**src/inc/dsj_pkg.sv**
```systemverilog
// Package for the skip/jump/increment decode and execute block
package dsj_pkg;

    // ------------------------------------------------------------------
    // Opcode fields
    // ------------------------------------------------------------------
    localparam logic [7:0] OPC_DSNZ_HI   = 8'h26;
    localparam logic [7:0] OPC_INCREMENT_FILE_OP_HI   = 8'h14;
    localparam logic [6:0] OPC_DEST_MASK = 7'h7F;
    localparam logic [2:0] OPC_JUMP_HI   = 3'h6;
    localparam int         DEST_BIT      = 8;
    localparam int         JUMP_MSB      = 15;
    localparam int         JUMP_LSB      = 13;
    localparam int         FILE_AW       = 8;
    localparam int         DATA_W        = 8;
    localparam int         PC_W          = 16;
    localparam int         LIT_W         = 13;
    localparam int         NIB_W         = 4;

    // ------------------------------------------------------------------
    // Reset values and increment constants
    // ------------------------------------------------------------------
    localparam logic [15:0] PC_RST    = 16'h0000;
    localparam logic [7:0]  BYTE_RST  = 8'h00;
    localparam logic [7:0]  ONE_BYTE  = 8'h01;
    localparam logic [15:0] PC_STEP   = 16'h0001;

    // Phase within an instruction cycle
    typedef enum logic [1:0] {
        PH_DECODE  = 2'b00,
        PH_READ    = 2'b01,
        PH_EXECUTE = 2'b10,
        PH_WRITE   = 2'b11
    } dsj_phase_e;

    // Arithmetic flags
    typedef struct packed {
        logic signed_wrap_flag;
        logic carry;
        logic digit_carry;
        logic zero;
    } dsj_flags_s;

    // File register write request
    typedef struct packed {
        logic             en;
        logic [7:0]       addr;
        logic [7:0]       data;
    } dsj_fwr_s;

endpackage

```
**src/hdl/dsj_core.sv**
```systemverilog
// Decode/execute logic for decrement-skip, absolute jump and increment
// Contract
// - Decrement-skip-nonzero decrements, flags untouched
// - Destination bit picks working or file register
// - Nonzero decrement result squashes next word
// - Jump loads 13-bit literal into low PC
// - Jump refreshes PC high latch fields
// - Jump always takes two instruction cycles
// - Jump keeps PC page bits 15:13
// - Increment adds one, updates four flags
// - Increment of FF wraps, sets zero, carry
`timescale 1ns/1ps
module dsj_core (
    // Clock and reset
    input  wire logic                  clk_sys_i,
    input  wire logic                  rst_i,
    // Instruction and file read data
    input  wire logic [15:0]           instr_i,
    input  wire logic [7:0]            file_rdata_i,
    // File register access
    output logic      [7:0]            file_raddr_o,
    output dsj_pkg::dsj_fwr_s          file_wr_o,
    // Architectural state
    output logic      [15:0]           pc_o,
    output logic      [7:0]            pc_high_latch_o,
    output logic      [7:0]            working_register_o,
    output dsj_pkg::dsj_flags_s        flags_o,
    // Timing status
    output dsj_pkg::dsj_phase_e        phase_o,
    output logic                       squash_o
);

    // ------------------------------------------------------------------
    // Decode
    // ------------------------------------------------------------------
    logic is_dsnz;
    logic is_increment_file_op;
    logic is_jump;
    logic dest_file;
    always_comb begin
        is_dsnz   = instr_i[15:9] == dsj_pkg::OPC_DSNZ_HI[7:1];
        is_increment_file_op   = instr_i[15:9] == dsj_pkg::OPC_INCREMENT_FILE_OP_HI[7:1];
        is_jump   = instr_i[15:13] == dsj_pkg::OPC_JUMP_HI;
        dest_file = instr_i[dsj_pkg::DEST_BIT];
    end

    // ------------------------------------------------------------------
    // Phase and execute state
    // ------------------------------------------------------------------
    dsj_pkg::dsj_phase_e phase_q, phase_d;
    logic [15:0]         pc_q, pc_d;
    logic [7:0]          lat_q, lat_d;
    logic [7:0]          working_register_q, working_register_d;
    logic [7:0]          opnd_q, opnd_d;
    logic [7:0]          res_q, res_d;
    dsj_pkg::dsj_flags_s flg_q, flg_d;
    dsj_pkg::dsj_fwr_s   fwr_q, fwr_d;
    logic                sq_q, sq_d;
    logic [7:0]          raddr_q, raddr_d;
    logic [8:0]          sum;
    logic [4:0]          nib;
    logic                squash_now;

    always_comb begin
        phase_d = phase_q;
        pc_d    = pc_q;
        lat_d   = lat_q;
        working_register_d  = working_register_q;
        opnd_d  = opnd_q;
        res_d   = res_q;
        flg_d   = flg_q;
        fwr_d   = '0;
        sq_d    = sq_q;
        raddr_d = instr_i[7:0];
        sum     = 9'h000;
        nib     = 5'h00;
        // Squashed word is executed as a forced NOP
        squash_now = sq_q;
        case (phase_q)
            dsj_pkg::PH_DECODE: begin
                phase_d = dsj_pkg::PH_READ;
            end
            dsj_pkg::PH_READ: begin
                opnd_d  = file_rdata_i;
                phase_d = dsj_pkg::PH_EXECUTE;
            end
            dsj_pkg::PH_EXECUTE: begin
                phase_d = dsj_pkg::PH_WRITE;
                if (!squash_now && is_dsnz) begin
                    res_d = opnd_q - dsj_pkg::ONE_BYTE;
                end else if (!squash_now && is_increment_file_op) begin
                    sum   = {1'b0, opnd_q} + {1'b0, dsj_pkg::ONE_BYTE};
                    res_d = sum[7:0];
                end
            end
            dsj_pkg::PH_WRITE: begin
                phase_d = dsj_pkg::PH_DECODE;
                pc_d    = pc_q + dsj_pkg::PC_STEP;
                sq_d    = 1'b0;
                if (!squash_now) begin
                    if (is_dsnz || is_increment_file_op) begin
                        if (dest_file) begin
                            fwr_d.en   = 1'b1;
                            fwr_d.addr = instr_i[7:0];
                            fwr_d.data = res_q;
                        end else begin
                            working_register_d = res_q;
                        end
                    end
                    if (is_dsnz && res_q != dsj_pkg::BYTE_RST) begin
                        sq_d = 1'b1;
                    end
                    if (is_increment_file_op) begin
                        sum = {1'b0, opnd_q} + {1'b0, dsj_pkg::ONE_BYTE};
                        nib = {1'b0, opnd_q[3:0]} + 5'h01;
                        flg_d.carry       = sum[8];
                        flg_d.zero        = sum[7:0] == dsj_pkg::BYTE_RST;
                        flg_d.digit_carry = nib[4];
                        flg_d.signed_wrap_flag = ~opnd_q[7] & sum[7];
                    end
                    if (is_jump) begin
                        // Upper page bits stay, low 13 replaced
                        pc_d = {pc_q[dsj_pkg::JUMP_MSB:dsj_pkg::JUMP_LSB],
                                instr_i[dsj_pkg::LIT_W-1:0]};
                        lat_d = {pc_q[dsj_pkg::JUMP_MSB:dsj_pkg::JUMP_LSB],
                                 instr_i[12:8]};
                        sq_d  = 1'b1;
                    end
                end
            end
            default: phase_d = dsj_pkg::PH_DECODE;
        endcase
    end

    always_ff @(posedge clk_sys_i or posedge rst_i) begin
        if (rst_i) begin
            phase_q <= dsj_pkg::PH_DECODE;
            pc_q    <= dsj_pkg::PC_RST;
            lat_q   <= dsj_pkg::BYTE_RST;
            working_register_q  <= dsj_pkg::BYTE_RST;
            opnd_q  <= dsj_pkg::BYTE_RST;
            res_q   <= dsj_pkg::BYTE_RST;
            flg_q   <= '0;
            fwr_q   <= '0;
            sq_q    <= 1'b0;
            raddr_q <= dsj_pkg::BYTE_RST;
        end else begin
            phase_q <= phase_d;
            pc_q    <= pc_d;
            lat_q   <= lat_d;
            working_register_q  <= working_register_d;
            opnd_q  <= opnd_d;
            res_q   <= res_d;
            flg_q   <= flg_d;
            fwr_q   <= fwr_d;
            sq_q    <= sq_d;
            raddr_q <= raddr_d;
        end
    end

    always_comb begin
        file_raddr_o       = raddr_q;
        file_wr_o          = fwr_q;
        pc_o               = pc_q;
        pc_high_latch_o    = lat_q;
        working_register_o = working_register_q;
        flags_o            = flg_q;
        phase_o            = phase_q;
        squash_o           = sq_q;
    end

    // ------------------------------------------------------------------
    // Assertions
    // ------------------------------------------------------------------
    logic wr_ph;
    always_comb wr_ph = phase_q == dsj_pkg::PH_WRITE && !sq_q;

    property p_dsnz_flags;
        @(posedge clk_sys_i) disable iff (rst_i)
        (wr_ph && is_dsnz) |=> $stable(flg_q);
    endproperty
    a_dsnz_flags: assert property (p_dsnz_flags)
        else $error("dec flags moved");

    property p_dest_file;
        @(posedge clk_sys_i) disable iff (rst_i)
        (wr_ph && (is_dsnz || is_increment_file_op) && dest_file)
            |=> fwr_q.en && fwr_q.data == $past(res_q) && $stable(working_register_q);
    endproperty
    a_dest_file: assert property (p_dest_file)
        else $error("file dest bad");

    property p_dest_working_register;
        @(posedge clk_sys_i) disable iff (rst_i)
        (wr_ph && (is_dsnz || is_increment_file_op) && !dest_file)
            |=> !fwr_q.en && working_register_q == $past(res_q);
    endproperty
    a_dest_working_register: assert property (p_dest_working_register)
        else $error("working_register dest bad");

    property p_skip;
        @(posedge clk_sys_i) disable iff (rst_i)
        (wr_ph && is_dsnz && res_q != dsj_pkg::BYTE_RST) |=> sq_q [*4];
    endproperty
    a_skip: assert property (p_skip)
        else $error("skip missing");

    property p_jump;
        @(posedge clk_sys_i) disable iff (rst_i)
        (wr_ph && is_jump) |=> pc_q[12:0] == $past(instr_i[12:0])
            && pc_q[15:13] == $past(pc_q[15:13])
            && lat_q == {$past(pc_q[15:13]), $past(instr_i[12:8])} && sq_q;
    endproperty
    a_jump: assert property (p_jump)
        else $error("jump wrong");

    property p_jump_two;
        @(posedge clk_sys_i) disable iff (rst_i)
        (wr_ph && is_jump) |=> sq_q ##4 !sq_q;
    endproperty
    a_jump_two: assert property (p_jump_two)
        else $error("jump len");

    property p_inc_wrap;
        @(posedge clk_sys_i) disable iff (rst_i)
        (wr_ph && is_increment_file_op && opnd_q == 8'hFF)
            |=> flg_q.zero && flg_q.carry && res_q == 8'h00;
    endproperty
    a_inc_wrap: assert property (p_inc_wrap)
        else $error("wrap flags");

    property p_squash;
        @(posedge clk_sys_i) disable iff (rst_i)
        (phase_q == dsj_pkg::PH_WRITE && sq_q)
            |=> !fwr_q.en && $stable(flg_q) && pc_q == $past(pc_q) + 16'h0001;
    endproperty
    a_squash: assert property (p_squash)
        else $error("squash leak");

    c_skip:  cover property (@(posedge clk_sys_i) wr_ph && is_dsnz);
    c_jump:  cover property (@(posedge clk_sys_i) wr_ph && is_jump);
    c_increment_file_op:  cover property (@(posedge clk_sys_i) wr_ph && is_increment_file_op);

endmodule // dsj_core

```
**config.mk**
```make
export PLATFORM = sky130hd
export DESIGN_NAME = dsj_core
export DESIGN_NICKNAME = d
export VERILOG_FILES = /design/src/inc/dsj_pkg.sv /design/src/hdl/dsj_core.sv
export SDC_FILE = /design/constraint.sdc
export NUM_CORES = 1
export LEC_CHECK = 0
export BUFFER_PORTS_ARGS = -buffer_cell sky130_fd_sc_hd__clkbuf_2
export CORE_AREA = 2 2 86 105
export CTS_CLUSTER_SIZE = 24
export DETAILED_ROUTE_END_ITERATION = 10
export DIE_AREA = 0 0 88 107
export PLACE_DENSITY = 0.66
export SETUP_SLACK_MARGIN = 0.4
export SYNTH_ARGS = -nofsm -noshare
export SYNTH_HDL_FRONTEND = slang
export SYNTH_SLANG_ARGS = --single-unit
export TNS_END_PERCENT = 20
```
**constraint.sdc**
```tcl
create_clock -name clk_sys_i -period 5.15 [get_ports clk_sys_i]
set_clock_uncertainty 0.05 [all_clocks]
set_input_delay 0.2575 -clock clk_sys_i [delete_from_list [all_inputs] [get_ports clk_sys_i]]
set_output_delay 0.2575 -clock clk_sys_i [all_outputs]
set_load 0.05 [all_outputs]
```
==> results.md, run 1 <==
- Avg WL per Cell: 15.9 um
- Comb pwr share: 22.6%
- Number of synthesized flops with an enable pin: 0
- GR Util met3: 4.08%
- Core ar.: 8380 um^2
- Relative max-transition margin: 31.2%
- Antenna violations before repair: 0
- ANT cells: 0
- Die Ht: 107 um
- Sw Pwr: 0.583 mW
- Reg power frac: 48.6%
- Layout area overhead: 20.9%
- Die Span X: 88 um
- Total gr overflow: 0
- Status: finished clean
- Final core area utilization: 53.4%
- CP Launch Type: register
- Largest net degree at the start of global routing: 81
- Clock tree buffer depth: 2
- Global-route usage over all layers: 19.8%
- #FFs+latches synth: 80
- Minimum clock period: 2.55 ns
- Slew Viols, Final: 0
- Worst Path Max Fanout: 33
- RSZ-0062 raised after global routing: false
- Critical path type: reg2reg
- # DRC: 0
- Vias per cell: 5.37
- Clk pwr share: 28.9%
- Synthesis Warnings: 0
- Share of flip-flops with an asynchronous set or reset: 100%
- Slowest cell on the critical path: ha_1
- Crit share post-route: 49.5%
- CP Capture Type: register
- First-pass iteration count of the detailed router: 5
- Post-route cell area: 4470 um^2
- Via count: 2904
- Worst hold start: instr_i[6]
- Worst hold endpoint: file_raddr_o[6]
- R2R depth: 4
- Num Clock Sinks: 80
- Global-route wire length before repair: 14500 um
- I/O Pins: 90
- Row count: 37
- Post-Syn Nets: 363
- Final setup fails: 0
- Overall Power: 1.55 mW
- # nets final: 453
- Worst r2r src: phase_o[1]
- CP Data Arrival Time: 2.75 ns
- Syn Inst Count: 329
- Root Buffer: clkbuf_8
- Met1 Use GR: 25.9%
- Num CTS Buffers: 9
- Post-Syn Area: 3700 um^2
- # fillers: 760
- Busiest grt layer: met2
- Placed Area: 4220 um^2
- TritonCTS clock tree: yes
- Crit path cell chain: ha_1, or4bb_1, nor3_4, mux2_2
- Layout cells sized above 1: 32.3%
- Routing usage on met2: 32.7%
- CP max stage delay: 0.86 ns
- Primary FF master, synth: dfrtp_1
- H-Tree Level Count: 3
- Most frequent cells in the layout: clkbuf_2 (89), dfrtp_1 (80), nand2_1 (28), mux2_2 (22), and2_1 (18)
- CP bufs+invs: 0
- Clock slew at reported path FFs: 0.09 ns
- Initial drt markers: 256
- Non-filler cells, final: 541
- Hold Crit Class: in2reg
- Worst skew pair latency: 0.36 ns
- Pleak: 2.22 nW
- Initial Utilization: 44.2%
- PwrDens: 346 nW/um^2
- CP delay by family, top: adder cells
- Hold slack: 0.0250 ns
- Hpwl dp: 6100 um
- Max_cap viols: 0
- DIE AREA: 9420 um^2
- Worst vdd ir: 280 uV
- Switch share: 37.6%
- Dpl ws: 2.57 ns
- Final worst slack: 2.60 ns
- Fmax: 392 MHz
- Routability cong.: 0.837
- Netlist cell types: 50
- RR Endpoint: flags_o[3]
- Slew @ Worst Pin: 1.03 ns
- Reg2reg setup slack: 2.60 ns
- Cells after DPL: 518
- Register area share after synthesis: 54.1%
- Worst hold path depth: 1
- ANT nets after route: 0
- Most common cell after layout, fill and taps aside: clkbuf_2
- Routed WL: 8610 um
- Average size of a mapped cell: 11.2 um^2
- Vias in the first global route: 2932
- Power Internal: 0.967 mW
- TNS Setup: 0 ns
- Fin. Hold Viols: 0
- Port Buffer Count: 89
- Required time worst endpoint: 5.34 ns
what timing repair did:
item                                   CTS  global route
setup endpoints to repair                0             0
resized for setup                        0             0
buffers inserted                         0             0
hold buffers                             6             1
endpoints found under the hold margin    6             1
cell type report:
cell class | count | area [um^2] | share of cell area [%]
inverter | 11 | 42.5 | 0.951
multi-input combinational | 219 | 1560 | 35.0
tap | 117 | 146 | 3.27
timing repair buffer | 98 | 531 | 11.9
clock inverter | 6 | 51.3 | 1.15
sequential | 80 | 2000 | 44.7
clock buffer | 10 | 138 | 3.08
registers in the layout (all words and copies together), names as in the netlist:
name and flops:
working_register_o 8, squash_o 1, pc_o 16, opnd_q 8
phase_o 2, pc_high_latch_o 8, file_wr_o 17, file_raddr_o 8
res_q 8, flags_o 4
Yosys cell counts, types with 2 or more instances:
master	n	area share (%)
o22ai_1	5	0.85
buf_4	2	0.41
buf_2	5	0.68
o2111ai_1	3	0.71
xnor2_1	5	1.2
o31ai_2	2	0.68
nor3_1	2	0.27
nand2b_1	4	0.68
mux2_2	22	6.7
a21boi_0	7	1.4
nand3_1	16	2.2
nand4_1	9	1.5
and4_1	5	1.2
o211a_1	2	0.54
a211o_1	2	0.47
and3_1	8	1.4
dfrtp_1	80	54
o31ai_1	2	0.41
and3b_1	2	0.47
o32ai_1	2	0.47
o211ai_1	4	0.81
a21oi_1	14	1.9
clkbuf_1	11	1.1
nor3_4	2	0.88
o21ai_0	17	2.3
and2_1	18	3.0
nor4_1	4	0.68
ha_1	8	2.7
nor2_1	4	0.41
inv_1	11	1.1
nand2_1	28	2.8
nor3b_1	2	0.41
a2bb2oi_1	4	0.95
worst max path at each step:
stage,start,end,slack [ns],cells past startpoint
detailed placement,phase_o[0],flags_o[3],2.57,4
finish,phase_o[1],flags_o[3],2.60,4
CTS,phase_o[0],flags_o[3],2.57,4
floorplan,rst_i,file_raddr_o[0],2.79,1
global route,squash_o,pc_o[11],2.41,4
global placement,phase_o[0],flags_o[1],2.70,4
cell families (layout without fill, tap and decap cells):
kind of cell / Yosys count / count (layout) / share of synthesized area (%)
flops: 80 / 80 / 54.1
mux: 22 / 22 / 6.70
compound gates: 70 / 70 / 12.8
xor+xnor: 5 / 5 / 1.18
buf+inv: 30 / 125 / 3.62
fa+ha+maj: 8 / 8 / 2.71
simple gates: 114 / 114 / 18.9
worst register-to-register path: stages (launching register included):
cell     delay (ns)
dfrtp_1        0.40
ha_1           0.86
or4bb_1        0.51
nor3_4         0.25
mux2_2         0.37
power by group through the flow:
stage | Combinational (mW) | Clock (mW) | Sequential, mW
after floorplan | 0.109 | 0 | 0.898
after global placement | 0.344 | 0 | 0.760
after detailed placement | 0.347 | 0 | 0.761
after CTS | 0.351 | 0.458 | 0.750
after global routing | 0.377 | 0.483 | 0.761
final | 0.350 | 0.447 | 0.752
routing by layer:
metal | up-vias | wire length (um)
met4 | 0 | 122
met1 | 1425 | 3670
met3 | 15 | 425
met2 | 95 | 4390
met5 | - | 0
li1 | 1369 | -
Note: power is estimated with default switching activity, not from simulation.
==> run 2, diff against run 1 <==
Clock period 5.15 ns to 2.6 ns, I/O delays scaled along.
==> results.md, run 2 (same netlist as run 1, synthesis figures left out) <==
- CP Launch Type: register
- Initial drt markers: 155
- I/O Pins: 90
- Hpwl dp: 6150 um
- Status: finished clean
- Global-route usage over all layers: 19.7%
- Cts repair resizes: 0
- H-Tree Level Count: 3
- # nets final: 466
- Hold slack: 0.0174 ns
- Hold Crit Class: in2reg
- Worst skew pair latency: 0.36 ns
- Largest net degree at the start of global routing: 44
- Final core area utilization: 55.9%
- Most frequent cells in the layout: clkbuf_2 (89), dfrtp_1 (80), nand2_1 (28), mux2_2 (22), and2_1 (18)
- Die Ht: 107 um
- Dpl ws: 0.635 ns
- Layout area overhead: 26.7%
- First-pass iteration count of the detailed router: 4
- Crit path to: res_q[7]
- Routed WL: 8670 um
- Required time worst endpoint: 2.82 ns
- Postcts setup bufs: 0
- Minimum clock period: 1.96 ns
- Power Internal: 2.26 mW
- R2R depth: 7
- Die Span X: 88 um
- Beginning of the critical path: opnd_q[2]
- Reg2reg setup slack: 0.64 ns
- CP Data Arrival Time: 2.18 ns
- Sw Pwr: 1.11 mW
- Register Area: 2000 um^2
- Slew Viols, Final: 0
- Num CTS Buffers: 9
- Switch share: 33.0%
- PwrDens: 720 nW/um^2
- Critical path type: reg2reg
- Final setup fails: 0
- Final worst slack: 0.637 ns
- # DRC: 0
- Clk pwr share: 34.7%
- Avg WL per Cell: 15.6 um
- DIE AREA: 9420 um^2
- Worst r2r src: opnd_q[2]
- Max_cap viols: 0
- Clock slew at reported path FFs: 0.08 ns
- # fillers: 748
- Num Clock Sinks: 80
- Port Buffer Count: 89
- CP Capture Type: register
- Hold buffer count at CTS: 17
- Pleak: 2.32 nW
- Relative max-transition margin: 43.8%
- TritonCTS clock tree: yes
- Antenna violations before repair: 0
- Comb pwr share: 21.0%
- RSZ-0062 raised after global routing: false
- Worst Path Max Fanout: 10
- Global-route wire length before repair: 14100 um
- Worst vdd ir: 613 uV
- Largest register FFs: 17
- Crit share post-route: 75.5%
- Row count: 37
- Fmax: 509 MHz
- Total gr overflow: 0
- RR Endpoint: res_q[7]
- Overall Power: 3.37 mW
- Clock tree buffer depth: 2
- Initial Utilization: 44.2%
- Via count: 2901
- Routability cong.: 0.859
- Most common cell after layout, fill and taps aside: clkbuf_2
- TNS Setup: 0 ns
- Core ar.: 8380 um^2
- Multi-input gate area in the final layout: 1560 um^2
- Vias in the first global route: 2785
- ANT nets after route: 0
- Root Buffer: clkbuf_8
- Slew @ Worst Pin: 0.839 ns
- Vias per cell: 5.24
- Layout cells sized above 1: 32.0%
- ANT cells: 0
- Fin. Hold Viols: 0
- Reg power frac: 44.3%
[run 2: worst min path at each step]
stage | cells past startpoint | slack [ns] | end | from
detailed placement | 1 | 0.23 | file_raddr_o[2] | instr_i[2]
floorplan | 0 | 0.11 | file_raddr_o[0] | instr_i[0]
finish | 2 | 0.02 | pc_high_latch_o[0] | instr_i[8]
global route | 2 | 0.01 | pc_high_latch_o[0] | instr_i[8]
CTS | 2 | 0.006 | pc_high_latch_o[0] | instr_i[8]
global placement | 1 | 0.23 | file_raddr_o[2] | instr_i[2]
[run 2: routing by layer]
layer  track usage, %  vias to the layer above  wire length [um]
li1                 -                     1395                 -
met1             25.8                     1393              3660
met2             31.6                       99              4370
met3             5.47                       14               496
met4             6.26                        0               144
met5                0                        -                 0
[run 2: final cells by class]
type | count | share of cell area [%]
multi-input combinational | 219 | 33.4
inverter | 11 | 0.961
sequential | 80 | 42.7
tap | 117 | 3.12
clock buffer | 12 | 3.52
clock inverter | 4 | 2.11
timing repair buffer | 111 | 14.2
[run 2: metrics by stage]
| stage | instances | instance area [um^2] |
|---|---|---|
| final | 554 | 4690 |
| after global routing | 554 | 4690 |
| after CTS | 554 | 4690 |
| after detailed placement | 521 | 4250 |
| after global placement | 521 | 4250 |
| after floorplan | 329 | 3700 |
[run 2: power by group through the flow]
| stage | Clock, mW | Combinational, mW | Sequential (mW) |
|---|---|---|---|
| CTS | 1.20 | 0.712 | 1.49 |
| global placement | 0 | 0.684 | 1.51 |
| detailed placement | 0 | 0.691 | 1.51 |
| floorplan | 0 | 0.217 | 1.78 |
| finish | 1.17 | 0.709 | 1.49 |
| global route | 1.25 | 0.759 | 1.51 |
[run 2: worst max-delay path: stages, from the launching register on]
cell and delay [ns]:
dfrtp_1 0.47, and3_1 0.27, and3_1 0.22, and3_1 0.19, ha_1 0.28, o21ai_0 0.08
nand2_1 0.07, o31ai_1 0.25
